<file path="src/design/video_interrupt_mask_pkg.sv">
// package: register map, field positions and reset values of the interrupt enable block
package video_interrupt_mask_pkg;
    localparam int          ADDR_W           = 4;
    localparam int          DATA_W           = 32;
    // register indices on the plain port
    localparam logic [3:0]  OFS_MASK         = 4'h0;
    localparam logic [3:0]  OFS_FLAGS        = 4'h1;
    localparam logic [3:0]  OFS_PENDING      = 4'h2;
    // implemented bits of the mask and flag registers
    localparam logic [31:0] MASK_IMPL        = 32'h00ff_7cfe | 32'h0000_0001;
    localparam logic [31:0] FLAG_IMPL        = 32'h00ff_7cfe;
    localparam logic [31:0] MASK_RESET       = 32'h0000_0000;
    // field positions
    localparam int          POS_LONG_FIELD_B     = 23;
    localparam int          POS_SHORT_FIELD_B    = 22;
    localparam int          POS_VERT_FIELD2_B    = 21;
    localparam int          POS_VERT_FIELD1_B    = 20;
    localparam int          POS_SYNC_ERROR_B     = 19;
    localparam int          POS_CAPTURE_DONE_B   = 18;
    localparam int          POS_CAPTURE_OVERRUN_B = 17;
    localparam int          POS_GPIO             = 16;
    localparam int          POS_DISPLAY_UNACKED  = 14;
    localparam int          POS_DISPLAY_DONE     = 13;
    localparam int          POS_DISPLAY_UNDERRUN = 12;
    localparam int          POS_TIME_TICK        = 11;
    localparam int          POS_TIME_MATCH       = 10;
    localparam int          POS_LONG_FIELD_A     = 7;
    localparam int          POS_CAPTURE_OVERRUN_A = 1;
    localparam int          POS_GLOBAL_EN        = 0;
    localparam logic [31:0] DATA_ZERO        = 32'h0000_0000;
endpackage : video_interrupt_mask_pkg

</file>
<file path="src/design/video_interrupt_mask_gate.sv">
// per-source gating of pending flags by the enable mask
`timescale 1ns/100ps
module video_interrupt_mask_gate
    import video_interrupt_mask_pkg::*;
(
    // inputs
    input  wire logic [31:0] flags,
    input  wire logic [31:0] mask,
    // outputs
    output logic      [31:0] pending,
    output logic             any_pending
);
    assign pending     = flags & mask & FLAG_IMPL;
    assign any_pending = (|pending) & mask[POS_GLOBAL_EN];
endmodule : video_interrupt_mask_gate

</file>
<file path="src/design/video_interrupt_mask_top.sv">
// interrupt enable register of the video port with interrupt line gating
`timescale 1ns/100ps
// Summary of operation
// - reserved bits 31..24, 15, 9..8 read zero; writes there ignored
// - every implemented enable bit clears to zero at reset
// - enable register is a per-source mask, each implemented bit readable and writable
// - bit 23 enables channel B long field source
// - bit 22 enables channel B short field source
// - bit 21 enables channel B field two vertical source
// - bit 20 enables channel B field one vertical source
// - bit 19 enables channel B sync error source
// - bit 18 enables channel B capture complete source
// - bit 17 enables channel B capture overrun source
// - bit 16 enables general purpose pin source
// - bit 14 enables display complete not acknowledged source
// - bit 13 enables display complete source
// - bit 12 enables display underrun source
// - bit 11 enables time clock tick source
// - bit 10 enables time clock match source
// - bits 7..1 enable channel A sources in channel B order
// - bit 0 global enable must be set for any interrupt
// - a pending flag reaches the interrupt only while its enable is set
module video_interrupt_mask_top
    import video_interrupt_mask_pkg::*;
(
    // clock and reset
    input  wire logic               clk,
    input  wire logic               resetn,
    // register port
    input  wire logic [ADDR_W-1:0]  reg_addr,
    input  wire logic [DATA_W-1:0]  reg_wdata,
    input  wire logic               reg_wr,
    input  wire logic               reg_rd,
    output logic      [DATA_W-1:0]  reg_rdata,
    // interrupt sources and output
    input  wire logic [31:0]        video_interrupt_flags,
    output logic                    irq_out
);
    import video_interrupt_mask_pkg::*;

    logic [31:0] video_interrupt_mask_reg;
    logic [31:0] video_interrupt_mask_next;
    logic [31:0] rdata_reg;
    logic [31:0] rdata_next;
    logic [31:0] pending;
    logic        any_pending;
    logic        irq_reg;

    ////////////////////////////////////////////////////////////////////////////
    // register write

    wire         wr_mask = reg_wr && (reg_addr == OFS_MASK);
    // only implemented bits take a write
    assign video_interrupt_mask_next = wr_mask ? (reg_wdata & MASK_IMPL)
                                               : video_interrupt_mask_reg;

    always_ff @(posedge clk) begin
        if (!resetn) begin
            video_interrupt_mask_reg <= MASK_RESET;
        end else begin
            video_interrupt_mask_reg <= video_interrupt_mask_next;
        end
    end

    // named enables, one per source, except channel A sources which share the vector chan_a_en
    wire long_field_b_en       = video_interrupt_mask_reg[POS_LONG_FIELD_B];
    wire short_field_b_en      = video_interrupt_mask_reg[POS_SHORT_FIELD_B];
    wire vert_field2_b_en      = video_interrupt_mask_reg[POS_VERT_FIELD2_B];
    wire vert_field1_b_en      = video_interrupt_mask_reg[POS_VERT_FIELD1_B];
    wire sync_error_b_en       = video_interrupt_mask_reg[POS_SYNC_ERROR_B];
    wire capture_done_b_en     = video_interrupt_mask_reg[POS_CAPTURE_DONE_B];
    wire capture_overrun_b_en  = video_interrupt_mask_reg[POS_CAPTURE_OVERRUN_B];
    wire gpio_en               = video_interrupt_mask_reg[POS_GPIO];
    wire display_done_unacked_en = video_interrupt_mask_reg[POS_DISPLAY_UNACKED];
    wire display_done_en       = video_interrupt_mask_reg[POS_DISPLAY_DONE];
    wire display_underrun_en   = video_interrupt_mask_reg[POS_DISPLAY_UNDERRUN];
    wire time_tick_en          = video_interrupt_mask_reg[POS_TIME_TICK];
    wire time_clock_match_en   = video_interrupt_mask_reg[POS_TIME_MATCH];
    wire [6:0] chan_a_en       = video_interrupt_mask_reg[POS_LONG_FIELD_A:POS_CAPTURE_OVERRUN_A];
    wire global_interrupt_en   = video_interrupt_mask_reg[POS_GLOBAL_EN];

    ////////////////////////////////////////////////////////////////////////////
    // gating

    video_interrupt_mask_gate u_gate (
        .flags       (video_interrupt_flags),
        .mask        (video_interrupt_mask_reg),
        .pending     (pending),
        .any_pending (any_pending)
    );

    always_ff @(posedge clk) begin
        if (!resetn) begin
            irq_reg <= 1'b0;
        end else begin
            irq_reg <= any_pending;
        end
    end
    assign irq_out = irq_reg;

    ////////////////////////////////////////////////////////////////////////////
    // register read

    wire [31:0] rd_mux = (reg_addr == OFS_MASK)    ? video_interrupt_mask_reg :
                         (reg_addr == OFS_FLAGS)   ? (video_interrupt_flags & FLAG_IMPL) :
                         (reg_addr == OFS_PENDING) ? pending : DATA_ZERO;
    assign rdata_next = reg_rd ? rd_mux : DATA_ZERO;

    always_ff @(posedge clk) begin
        if (!resetn) begin
            rdata_reg <= DATA_ZERO;
        end else begin
            rdata_reg <= rdata_next;
        end
    end
    assign reg_rdata = rdata_reg;

    ////////////////////////////////////////////////////////////////////////////
    // checks

    a_reserved_zero: assert property (@(posedge clk) disable iff (!resetn)
        (video_interrupt_mask_reg & ~MASK_IMPL) == DATA_ZERO)
        else $error("reserved mask bit set");

    a_reset_clear: assert property (@(posedge clk)
        !resetn |=> video_interrupt_mask_reg == MASK_RESET)
        else $error("mask not cleared by reset");

    a_write_reads_back: assert property (@(posedge clk) disable iff (!resetn)
        (reg_wr && reg_addr == OFS_MASK) ##1 (reg_rd && reg_addr == OFS_MASK)
        |=> reg_rdata == ($past(reg_wdata, 2) & MASK_IMPL))
        else $error("mask readback mismatch");

    a_chan_b_long: assert property (@(posedge clk) disable iff (!resetn)
        (video_interrupt_flags[POS_LONG_FIELD_B] && long_field_b_en && global_interrupt_en)
        |=> irq_out)
        else $error("long field b did not raise interrupt");

    a_global_gate: assert property (@(posedge clk) disable iff (!resetn)
        !global_interrupt_en |=> !irq_out)
        else $error("interrupt without global enable");

    a_masked_source: assert property (@(posedge clk) disable iff (!resetn)
        ((video_interrupt_flags & video_interrupt_mask_reg & FLAG_IMPL) == DATA_ZERO)
        |=> !irq_out)
        else $error("interrupt from masked source");

    a_irq_follows: assert property (@(posedge clk) disable iff (!resetn)
        (global_interrupt_en && (|(video_interrupt_flags & video_interrupt_mask_reg & FLAG_IMPL)))
        |=> irq_out)
        else $error("enabled pending source missed");

    a_chan_a_order: assert property (@(posedge clk) disable iff (!resetn)
        (video_interrupt_flags[POS_CAPTURE_OVERRUN_A] && chan_a_en[0] && global_interrupt_en)
        |=> irq_out)
        else $error("channel a overrun did not raise interrupt");

    a_read_one_cycle: assert property (@(posedge clk) disable iff (!resetn)
        !reg_rd |=> reg_rdata == DATA_ZERO)
        else $error("read data outside read cycle");

endmodule : video_interrupt_mask_top

</file>
<file path="config.mk">
export PLATFORM = sky130hd
export DESIGN_NAME = video_interrupt_mask_top
export DESIGN_NICKNAME = d
export VERILOG_FILES = /design/src/design/video_interrupt_mask_pkg.sv /design/src/design/video_interrupt_mask_gate.sv /design/src/design/video_interrupt_mask_top.sv
export SDC_FILE = /design/constraint.sdc
export NUM_CORES = 1
export LEC_CHECK = 0
export BUFFER_PORTS_ARGS = -buffer_cell sky130_fd_sc_hd__buf_2
export CORE_UTILIZATION = 30
export DETAILED_ROUTE_END_ITERATION = 6
export MAX_ROUTING_LAYER = met4
export SLEW_MARGIN = 20
export SYNTH_ARGS = -nofsm -noshare
export SYNTH_HDL_FRONTEND = slang
export SYNTH_HIERARCHICAL = 1
export SYNTH_SLANG_ARGS = --single-unit
</file>
<file path="constraint.sdc">
create_clock -name clk -period 2.5 [get_ports clk]
set_clock_uncertainty 0.05 [all_clocks]
set_input_delay 0.5 -clock clk [delete_from_list [all_inputs] [get_ports clk]]
set_output_delay 0.5 -clock clk [all_outputs]
set_load 0.1 [all_outputs]
</file>
Word-level counts from Yosys, hierarchy flattened
Index checks and enable logic that the tools add are counted.
- output and inout port bits: 33
- input bits: 72
- logic and storage cells: 17
- bits in registers: 54
- reduce and logical (&&, ||, !) cells: 5
- bitwise operators: 3
- mux-type cells: 3
- equality and inequality tests: 2
- operators with widths (operator ; number):
    two-way mux 24 bit ; 3
    AND 24 bit ; 1
    OR reduction 20 bit ; 1
    equality test 4 x 1 -> 1 bit (second input constant) ; 1
    equality test 4 x 2 -> 1 bit (second input constant) ; 1
    zero test 4 bit ; 1
    OR reduction 3 bit ; 1
    AND reduction 2 bit ; 1
    AND 1 bit ; 1
    logical AND 1 bit ; 1
    inverter 1 bit ; 1

Logic depth before layout (Yosys ltp)
Gate-level depths: netlist of run 1.
- depth after elaboration: 4
- mapped depth: 5
- mapped depth without buffers: 5

Hierarchy
The synthesis of run 1 kept the hierarchy.
- modules (own cells, without submodules) (module ; cells an instance ; sequential area each (µm²) ; times used ; area each (µm²)):
    video_interrupt_mask_top ; 216 ; 1081.0 ; 1 ; 2152.1
    video_interrupt_mask_gate ; 42 ; 0.0 ; 1 ; 276.5

Worst setup path after synthesis of run 1
Ideal clock, no wire load.
- path kind: input -> register
- from: input port video_interrupt_flags[18]
- to: register irq_reg, in the netlist irq_out
- library setup time: 0.115 ns
- path buffers: 0
- setup slack: 0.523 ns
- data required time: 2.335 ns
- cell stages on the path: 5
- data arrival time: 1.812 ns
- cell sequence: and2_4 -> or4_1 -> or4_1 -> o21a_1 -> and2_1
- word-level cells in the longest chain between the ends: 3
- RTL lines (element ; RTL line ; source):
    from (decl) ; video_interrupt_mask_top.sv:36 ; input wire logic [31:0] video_interrupt_flags,
    AND 24 bit ; video_interrupt_mask_gate.sv:13 ; assign pending = flags & mask & FLAG_IMPL;
    OR reduction 20 bit ; video_interrupt_mask_gate.sv:14 ; assign any_pending = (|pending) & mask[POS_GLOBAL_EN];
    AND 1 bit ; video_interrupt_mask_gate.sv:14 ;
    net any_pending ; video_interrupt_mask_top.sv:46 ; logic any_pending;
    to (signal assigned) ; video_interrupt_mask_top.sv:96 ; irq_reg <= any_pending;
    to (decl) ; video_interrupt_mask_top.sv:47 ; logic irq_reg;
The timed path passes the listed nets, and every way through them passes these cells.
A chain may end at the register's enable or synchronous reset.

Worst setup path after layout of run 1
- from: register video_interrupt_mask_reg[18]
- to: register irq_reg, in the netlist irq_out
- word-level cells in the longest chain between the ends: 3
- RTL lines (element ; RTL line ; source):
    from (decl) ; video_interrupt_mask_top.sv:41 ; logic [31:0] video_interrupt_mask_reg;
    from (signal assigned) ; video_interrupt_mask_top.sv:61 ; video_interrupt_mask_reg <= video_interrupt_mask_next;
    AND 24 bit ; video_interrupt_mask_gate.sv:13 ;
    net pending[18] ; video_interrupt_mask_top.sv:45 ; logic [31:0] pending;
    OR reduction 20 bit ; video_interrupt_mask_gate.sv:14 ;
    AND 1 bit ; video_interrupt_mask_gate.sv:14 ;
    net any_pending ; video_interrupt_mask_top.sv:46 ;
The timed path passes the listed nets, and every way through them passes these cells.

==> flow_summary_export.csv, run 1 <==
group,metric,value,unit
clock_network,cts_root_buf,"clkbuf_8",
timing,worst_pin_slew,623,ps
power_and_ir_drop,p_leak,1.38,nW
global_route,grt_pass1_wl,8360,um
timing,finalCritPeriodShare,75.1,%
detailed_routing,routed_wl,5260,um
cells_and_area,drive_above_1_share,35.0,%
critical_path,critPathTopFamily,"simple AND/OR/NAND/NOR gates",
clock_network,cts_tree,"done",
synthesis,syn_inst,257,
detailed_routing,wl_per_cell,12.2,um
critical_path,arrival,2040,ps
detailed_routing,first_iter_violations,99,
clock_network,cts_buffers,5,
floorplan,die_h,91.9,um
power_and_ir_drop,p_per_area,551,mW/mm^2
global_route,antenna_found_initial,0,
timing,finalCriticalPeriod,1880,ps
place,place_congestion,0.777,
cells_and_area,seq_area,0.00108,mm^2
critical_path,r2r-start,"video_interrupt_mask_reg[18]$_SDFFE_PN0P_",
timing,slew_violations,0,
power_and_ir_drop,total_power,0.00163,W
clock_network,htreeDepth,2,
global_route,grt_max_degree,45,
clock_network,clock_latency,300,ps
cells_and_area,nFillCells,813,
min_path,hold_class,"input port to flip-flop",
clock_network,cts_setup_buffers,0,
timing,relSlewSlack,58.4,%
critical_path,critPathLaunchType,"flip-flop",
timing,max_freq,533,MHz
place,io_buffers,81,
critical_path,worstPathRequired,2660,ps
cells_and_area,largest_reg_flops,32,
synthesis,syn_avg_cell_area,9.44,um^2
detailed_routing,vias_per_cell,4.54,
place,dp_hpwl,3980,um
cells_and_area,diodes,0,
floorplan,initial_core_util,31.2,%
clock_network,clock_sinks,54,
critical_path,crit_path_end_kind,"flip-flop",
timing,rsz0062_at_grt,"false",
cells_and_area,nets,402,
timing,setup_slack,622,ps
critical_path,cp_slowest_cell,"or4_1",
synthesis,yosysWarnings,6,
critical_path,crit_chain,"and2_4 -> or4_1 -> or4_1 -> o21a_1 -> and2_1",
floorplan,ioPinCount,105,
global_route,grt-ovfl-total,0,
place,pre_cts_ws,321,ps
clock_network,path_clk_slew,100,ps
global_route,grt_pass1_vias,1716,
clock_network,cts_buffer_depth,2,
critical_path,cp-endpoint,"irq_out$_SDFF_PN0_",
detailed_routing,vias,1964,
critical_path,path_max_fanout,3,
power_and_ir_drop,peakVddDrop,200,uV
floorplan,die-area,0.00845,mm^2
floorplan,num_rows,32,
critical_path,reg2reg_setup_slack,620,ps
global_route,grt_usage,13.0,%
critical_path,cp-startpoint,"video_interrupt_mask_reg[18]$_SDFFE_PN0P_",
cells_and_area,syn_to_final_growth,21.8,%
timing,hold_violations,0,
critical_path,cp_slowest_stage_delay,530,ps
critical_path,worst-path-stages,5,
synthesis,syn_area,0.00242,mm^2
detailed_routing,drtAntennaViolNets,0,
detailed_routing,drtPass1Iterations,4,
clock_network,cts.repair.resized,0,
timing,final.setup.tns,0,ps
floorplan,coreArea,0.00777,mm^2
critical_path,crit_path_frequent_cell,"or4_1",
floorplan,die_w,91.9,um
detailed_routing,drc,0,
cells_and_area,multi_input_area,0.00119,mm^2
run,cap_violations,0,
critical_path,r2r_cells,5,
critical_path,critPathKind,"flip-flop to flip-flop",
critical_path,reg2reg_to,"irq_out$_SDFF_PN0_",
clock_network,postCtsHoldBufs,0,
timing,setup_viol,0,
critical_path,cp_num_buf_inv,0,
run_status,status,"completed",
[worst reg2reg max path: stages, from the launching register on]
cell and delay, ps:
dfxtp_1 350, and2_4 140, or4_1 530, or4_1 400
o21a_1 170, and2_1 140
[report_power, final]
group | internal [W] | total [W] | switching (W) | leakage (nW)
Clock | 0.000300 | 0.000584 | 0.000283 | 0.0585
Combinational | 0.0000546 | 0.000170 | 0.000116 | 0.890
Sequential | 0.000869 | 0.000874 | 0.00000498 | 0.436
Total | 0.00122 | 0.00163 | 0.000404 | 1.38
[cells in the final DEF (no fill, tap or decap), drive strengths merged, types with 2 or more instances in the layout]
| cell type | count |
|---|---|
| o221ai | 20 |
| buf | 85 |
| nand2 | 63 |
| a21oi | 20 |
| nor4 | 3 |
| clkbuf | 5 |
| nor2 | 2 |
| conb | 12 |
| or4 | 3 |
| dfxtp | 54 |
| mux2i | 21 |
| inv | 2 |
| and2 | 32 |
[final cells by class]
| type | count | area share (%) |
|---|---|---|
| Multi-Input combinational cell | 183 | 40.4 |
| Sequential cell | 54 | 36.6 |
| Timing Repair Buffer | 85 | 14.7 |
| Tap cell | 102 | 4.32 |
| Clock buffer | 5 | 2.33 |
| Clock inverter | 3 | 1.48 |
| Inverter | 1 | 0.127 |
[stage by stage]
step                cells  hold WS (ps)  cell area, um^2  util (%)
global route          433           368             2950      38.0
floorplan             268           396             2470         -
global placement      425           418             2840      36.6
finish                433           379             2950      38.0
CTS                   433           364             2950      38.0
detailed placement    425           424             2840      36.6
[per-layer routing]
layer,global-route usage (%),up-vias,wire (um)
li1,-,1015,-
met4,4.30,0,90
met3,2.57,8,216
met2,20.5,48,2440
met1,16.7,893,2520
met5,-,-,0
[worst min-delay path by stage]
stage	from	endpoint	slack (ps)	cells after the start
floorplan	video_interrupt_mask_reg[23]$_SDFFE_PN0P_	video_interrupt_mask_reg[23]$_SDFFE_PN0P_	400	2
global placement	video_interrupt_mask_reg[21]$_SDFFE_PN0P_	video_interrupt_mask_reg[21]$_SDFFE_PN0P_	420	2
detailed placement	video_interrupt_mask_reg[16]$_SDFFE_PN0P_	video_interrupt_mask_reg[16]$_SDFFE_PN0P_	420	2
CTS	reg_wdata[22]	video_interrupt_mask_reg[22]$_SDFFE_PN0P_	360	3
global route	reg_wdata[21]	video_interrupt_mask_reg[21]$_SDFFE_PN0P_	370	3
finish	reg_wdata[22]	video_interrupt_mask_reg[22]$_SDFFE_PN0P_	380	3
Note: power is estimated with default switching activity, not from simulation.
==> run 2: changes to the inputs <==
==> constraint.sdc (replaced) <==
create_clock -name clk -period 1.71 [get_ports clk]
set_clock_uncertainty 0.05 [all_clocks]
set_input_delay 0.342 -clock clk [delete_from_list [all_inputs] [get_ports clk]]
set_output_delay 0.342 -clock clk [all_outputs]
set_load 0.1 [all_outputs]
==> run 2 against run 1 <==
  * The flow now finishes with violations (negative setup slack)
  * Routed wire length up 8.4%
  * Highest routed layer unchanged
  * Largest power group unchanged
  * Clock-buffer cell count up 1
  * Global-route usage up 1.3 points
  * Critical endpoint unchanged
==> flow_summary_export.csv, run 2 (synthesis results as in run 1) <==
group,metric,value,unit
run_status,status,"complete, but fails checks",
run_status,violations,"negative setup slack",
clock_network,cts_tree,"done",
cells_and_area,final_common_cell,"buf_2",
global_route,antenna_found_initial,1,
detailed_routing,drc,0,
detailed_routing,vias_per_cell,4.40,
critical_path,critPathLaunchType,"flip-flop",
critical_path,crit_path_end_kind,"flip-flop",
floorplan,num_rows,32,
timing,max_freq,532,MHz
min_path,hold_start,"reg_wdata[18]",
critical_path,cp-startpoint,"video_interrupt_mask_reg[18]$_SDFFE_PN0P_",
critical_path,worst-path-stages,5,
detailed_routing,vias,1977,
global_route,grt_usage,14.3,%
detailed_routing,drtAntennaViolNets,0,
critical_path,worstPathRequired,1880,ps
critical_path,r2r_cells,5,
timing,hold_violations,0,
cells_and_area,most-common-layout-cells,"buf_2, nand2_1, dfxtp_1",
clock_network,cts_buffers,5,
clock_network,cts_root_buf,"clkbuf_8",
detailed_routing,drtPass1Iterations,4,
floorplan,die_w,91.9,um
global_route,grt-ovfl-total,0,
timing,setup_viol,1,
cells_and_area,nFillCells,807,
place,dp_hpwl,4180,um
timing,slew_violations,0,
detailed_routing,wl_per_cell,12.7,um
critical_path,r2r-start,"video_interrupt_mask_reg[18]$_SDFFE_PN0P_",
critical_path,cp_slowest_stage_delay,520,ps
critical_path,critPathTopFamily,"simple AND/OR/NAND/NOR gates",
power_and_ir_drop,p_leak,1.46,nW
min_path,holdPathStages,3,
cells_and_area,drive_above_1_share,38.7,%
floorplan,die_h,91.9,um
place,io_buffers,81,
floorplan,ioPinCount,105,
clock_network,clock_latency,310,ps
global_route,grt_max_degree,45,
cells_and_area,nets,418,
place,place_congestion,0.797,
timing,final.setup.tns,-170,ps
cells_and_area,final_cells,449,
place,pre_cts_ws,-311,ps
run,cap_violations,0,
timing,setup_slack,-170,ps
floorplan,die-area,0.00845,mm^2
clock_network,htreeDepth,2,
detailed_routing,routed_wl,5710,um
detailed_routing,first_iter_violations,98,
clock_network,clock_sinks,54,
timing,finalCritPeriodShare,110,%
critical_path,cp_slowest_cell,"or4_1",
place,post-place-cells,441,
cells_and_area,syn_to_final_growth,27.4,%
global_route,grt_pass1_vias,1863,
timing,finalCriticalPeriod,1880,ps
clock_network,cts_buffer_depth,2,
cells_and_area,largest_reg_flops,32,
cells_and_area,seq_area,0.00108,mm^2
cells_and_area,multi_input_area,0.00120,mm^2
min_path,hold_class,"input port to flip-flop",
critical_path,arrival,2050,ps
floorplan,initial_core_util,31.2,%
critical_path,crit_chain,"and2_4 -> or4_1 -> or4_1 -> o21a_1 -> and2_4",
clock_network,path_clk_slew,100,ps
floorplan,coreArea,0.00777,mm^2
power_and_ir_drop,peakVddDrop,329,uV
global_route,grt_pass1_wl,9110,um
critical_path,cp_num_buf_inv,0,
critical_path,path_max_fanout,2,
power_and_ir_drop,p_per_area,727,mW/mm^2
clock_network,cts_setup_buffers,0,
timing,rsz0062_at_grt,"true",
critical_path,critPathKind,"flip-flop to flip-flop",
## run 2: cell count changes in the layout (fill, tap and decap cells not counted), sizes merged
| cell | change |
|---|---|
| clkinv | -1 |
| buf | +16 |
| clkinvlp | +1 |
| clkbuf | +1 |
| diode | +1 |
| bufinv | -1 |
| inv | -1 |
## run 2: worst register-to-register path, cell delays in order, from the launching register on
cell     delay, ps
dfxtp_2        340
and2_4         130
or4_1          520
or4_1          420
o21a_1         190
and2_4         140
## run 2: cell type report
type | count | area share (%)
multi-input combinational | 183 | 38.8
sequential | 54 | 35.1
timing repair buffer | 101 | 19.2
tap | 102 | 4.13
clock buffer | 6 | 2.35
clock inverter | 1 | 0.243
inverter | 1 | 0.122
antenna | 1 | 0.0810
## run 2: what timing repair did
item,4_1_cts,5_1_grt
endpoints found under the setup margin,1,1
hold buffers,0,0
gates resized for setup,1,3
## run 2: per-stage QoR
| step | instance area, um^2 | util (%) | hold WS, ps | total power [W] |
|---|---|---|---|---|
| floorplan | 2470 | - | 396 | 0.00148 |
| global placement | 3000 | 38.6 | 418 | 0.00158 |
| detailed placement | 3000 | 38.6 | 428 | 0.00158 |
| CTS | 3080 | 39.7 | 198 | 0.00228 |
| global route | 3090 | 39.8 | 190 | 0.00235 |
| finish | 3090 | 39.8 | 206 | 0.00225 |
## run 2: power by group
group,internal (W),switching (W),total [W]
Clock,0.000282,0.000412,0.000695
Combinational,0.0000975,0.000176,0.000274
Sequential,0.00127,0.00000668,0.00128
## run 2: final timing paths
check	slack (ps)	endpoint
setup / recovery	-170	irq_out$_SDFF_PN0_
hold / removal	210	video_interrupt_mask_reg[18]$_SDFFE_PN0P_
setup reg to reg	-170	irq_out$_SDFF_PN0_
hold reg to reg	440	video_interrupt_mask_reg[4]$_SDFFE_PN0P_
## run 2: per-layer routing
metal  track usage (%)  vias to the layer above  wire length (um)
li1                  -                     1036                 -
met1              19.0                      892              2810
met2              21.6                       41              2570
met3              2.99                        8               226
met4              4.82                        0                96
met5                 -                        -                 0
==> run 3: changes to the inputs <==
--- a/config.mk
+++ b/config.mk
@@ -6,9 +6,11 @@
 export NUM_CORES = 1
 export LEC_CHECK = 0
 export BUFFER_PORTS_ARGS = -buffer_cell sky130_fd_sc_hd__buf_2
+export CORE_ASPECT_RATIO = 1.2
 export CORE_UTILIZATION = 30
 export DETAILED_ROUTE_END_ITERATION = 6
 export MAX_ROUTING_LAYER = met4
+export PLACE_DENSITY = 0.57
 export SLEW_MARGIN = 20
 export SYNTH_ARGS = -nofsm -noshare
 export SYNTH_HDL_FRONTEND = slang
==> run 3 against run 2 <==
  * The run ends with design-rule violations, negative setup slack left
  * Clock power shrank 4.2%
  * Combinational power about the same
  * Clock-buffer cell count is the same
  * Core utilization shrank 0.22 points
  * Final area down 0.77%
  * Critical endpoint unchanged
==> flow_summary_export.csv, run 3 (synthesis results as in run 1) <==
group,metric,value,unit
detailed_routing,first_iter_violations,73,
power_and_ir_drop,pwr-share-comb,12.3,%
cells_and_area,syn_to_final_growth,26.4,%
cells_and_area,drive_above_1_share,39.1,%
run_status,violations,"design-rule violations, negative setup slack",
power_and_ir_drop,peakVddDrop,315,uV
power_and_ir_drop,p_clk_share,30.0,%
floorplan,initial_core_util,31.3,%
clock_network,cts_buffer_depth,2,
place,io_buffers,81,
run_status,status,"complete, but fails checks",
critical_path,arrival,2010,ps
critical_path,crit_chain,"and2_4 -> or4_4 -> or4_1 -> o21a_1 -> and2_1",
power_and_ir_drop,switchingPower,0.000565,W
power_and_ir_drop,p_leak,1.46,nW
cells_and_area,final_common_cell,"buf_2",
timing,setup_slack,-155,ps
timing,max_freq,536,MHz
power_and_ir_drop,internal-power,0.00165,W
critical_path,critPathLaunchType,"flip-flop",
floorplan,ioPinCount,105,
detailed_routing,drc,8,
floorplan,num_rows,35,
cells_and_area,multi_input_area,0.00120,mm^2
cells_and_area,seq_area,0.00108,mm^2
cells_and_area,fin_area,0.00307,mm^2
clock_network,cts_tree,"done",
critical_path,crit_path_end_kind,"flip-flop",
detailed_routing,vias,1987,
timing,hold_violations,0,
detailed_routing,routed_wl,5560,um
detailed_routing,wl_per_cell,12.6,um
place,place_congestion,0.825,
critical_path,path_max_fanout,2,
cells_and_area,nFillCells,799,
power_and_ir_drop,seq_power_share,57.6,%
global_route,grt-ovfl-total,0,
power_and_ir_drop,sw_frac_of_total,25.5,%
detailed_routing,vias_per_cell,4.52,
timing,finalCriticalPeriod,1870,ps
clock_network,cts_setup_buffers,0,
cells_and_area,most-common-layout-cells,"buf_2, nand2_1, dfxtp_1",
floorplan,die-area,0.00845,mm^2
detailed_routing,drtAntennaViolNets,0,
critical_path,worstPathRequired,1860,ps
timing,slew_violations,0,
global_route,grt_pass1_vias,1910,
place,post-place-cells,433,
critical_path,critPathTopFamily,"simple AND/OR/NAND/NOR gates",
timing,setup_viol,1,
power_and_ir_drop,p_per_area,723,mW/mm^2
place,place_area,0.00298,mm^2
floorplan,die_w,84.1,um
place,dp_hpwl,4300,um
min_path,hold_class,"input port to flip-flop",
clock_network,path_clk_slew,90,ps
global_route,grt_max_degree,45,
critical_path,critPathKind,"flip-flop to flip-flop",
critical_path,cp_num_buf_inv,0,
power_and_ir_drop,total_power,0.00222,W
critical_path,reg2reg_setup_slack,-160,ps
global_route,antenna_found_initial,0,
floorplan,die_h,100,um
cells_and_area,final_cells,440,
critical_path,cp_slowest_cell,"or4_4",
detailed_routing,drtPass1Iterations,7,
floorplan,coreArea,0.00775,mm^2
cells_and_area,nets,420,
clock_network,clock_sinks,54,
timing,finalCritPeriodShare,109,%
run,cap_violations,0,
clock_network,htreeDepth,2,
timing,rsz0062_at_grt,"true",
clock_network,cts_root_buf,"clkbuf_8",
cells_and_area,diodes,0,
cells_and_area,largest_reg_flops,32,
clock_network,cts.repair.resized,2,
clock_network,cts_buffers,5,
clock_network,postCtsHoldBufs,0,
critical_path,cp_slowest_stage_delay,520,ps
timing,final.setup.tns,-155,ps
clock_network,clock_latency,300,ps
global_route,grt_usage,14.0,%
global_route,grt_pass1_wl,8880,um
-- run 3: power groups by stage --
stage / clock (W) / sequential (W) / combinational, W
after floorplan: 0 / 0.00137 / 0.000118
after global placement: 0 / 0.00131 / 0.000271
after detailed placement: 0 / 0.00131 / 0.000275
after CTS: 0.000704 / 0.00128 / 0.000276
after global routing: 0.000741 / 0.00128 / 0.000296
final: 0.000666 / 0.00128 / 0.000273
-- run 3: layout make-up --
| cell class | instances | share of cell area [%] |
|---|---|---|
| clock buffer | 6 | 2.37 |
| clock inverter | 1 | 0.245 |
| inverter | 1 | 0.122 |
| multi-input combinational | 183 | 39.1 |
| sequential | 54 | 35.3 |
| tap | 92 | 3.76 |
| timing repair buffer | 103 | 19.0 |
-- run 3: worst paths after layout --
check	end	from	cells after the start
worst min-delay path	video_interrupt_mask_reg[18]$_SDFFE_PN0P_	reg_wdata[18]	3
worst max register to register	irq_out$_SDFF_PN0_	video_interrupt_mask_reg[18]$_SDFFE_PN0P_	5
worst min register to register	video_interrupt_mask_reg[21]$_SDFFE_PN0P_	video_interrupt_mask_reg[21]$_SDFFE_PN0P_	2
worst max-delay path	irq_out$_SDFF_PN0_	video_interrupt_mask_reg[18]$_SDFFE_PN0P_	5
-- run 3: layer usage --
metal,track usage (%),vias up,share of wire (%)
li1,-,1044,-
met1,17.2,883,46
met2,22.3,56,47
met3,3.60,4,5.7
met4,4.91,0,1.1
met5,-,-,0
-- run 3: through the flow --
step | worst slack [ps] | hold slack [ps] | util, %
5_1_grt | -188 | 211 | 39.5
3_5_place_dp | -327 | 426 | 38.4
6_report | -155 | 215 | 39.5
2_1_floorplan | -109 | 396 | -
3_3_place_gp | -301 | 417 | 38.4
4_1_cts | -158 | 213 | 39.5
-- run 3: tightest hold or removal path, stage by stage --
cell and delay (ps):
buf_2 90, nand2_1 40, mux2i_1 50
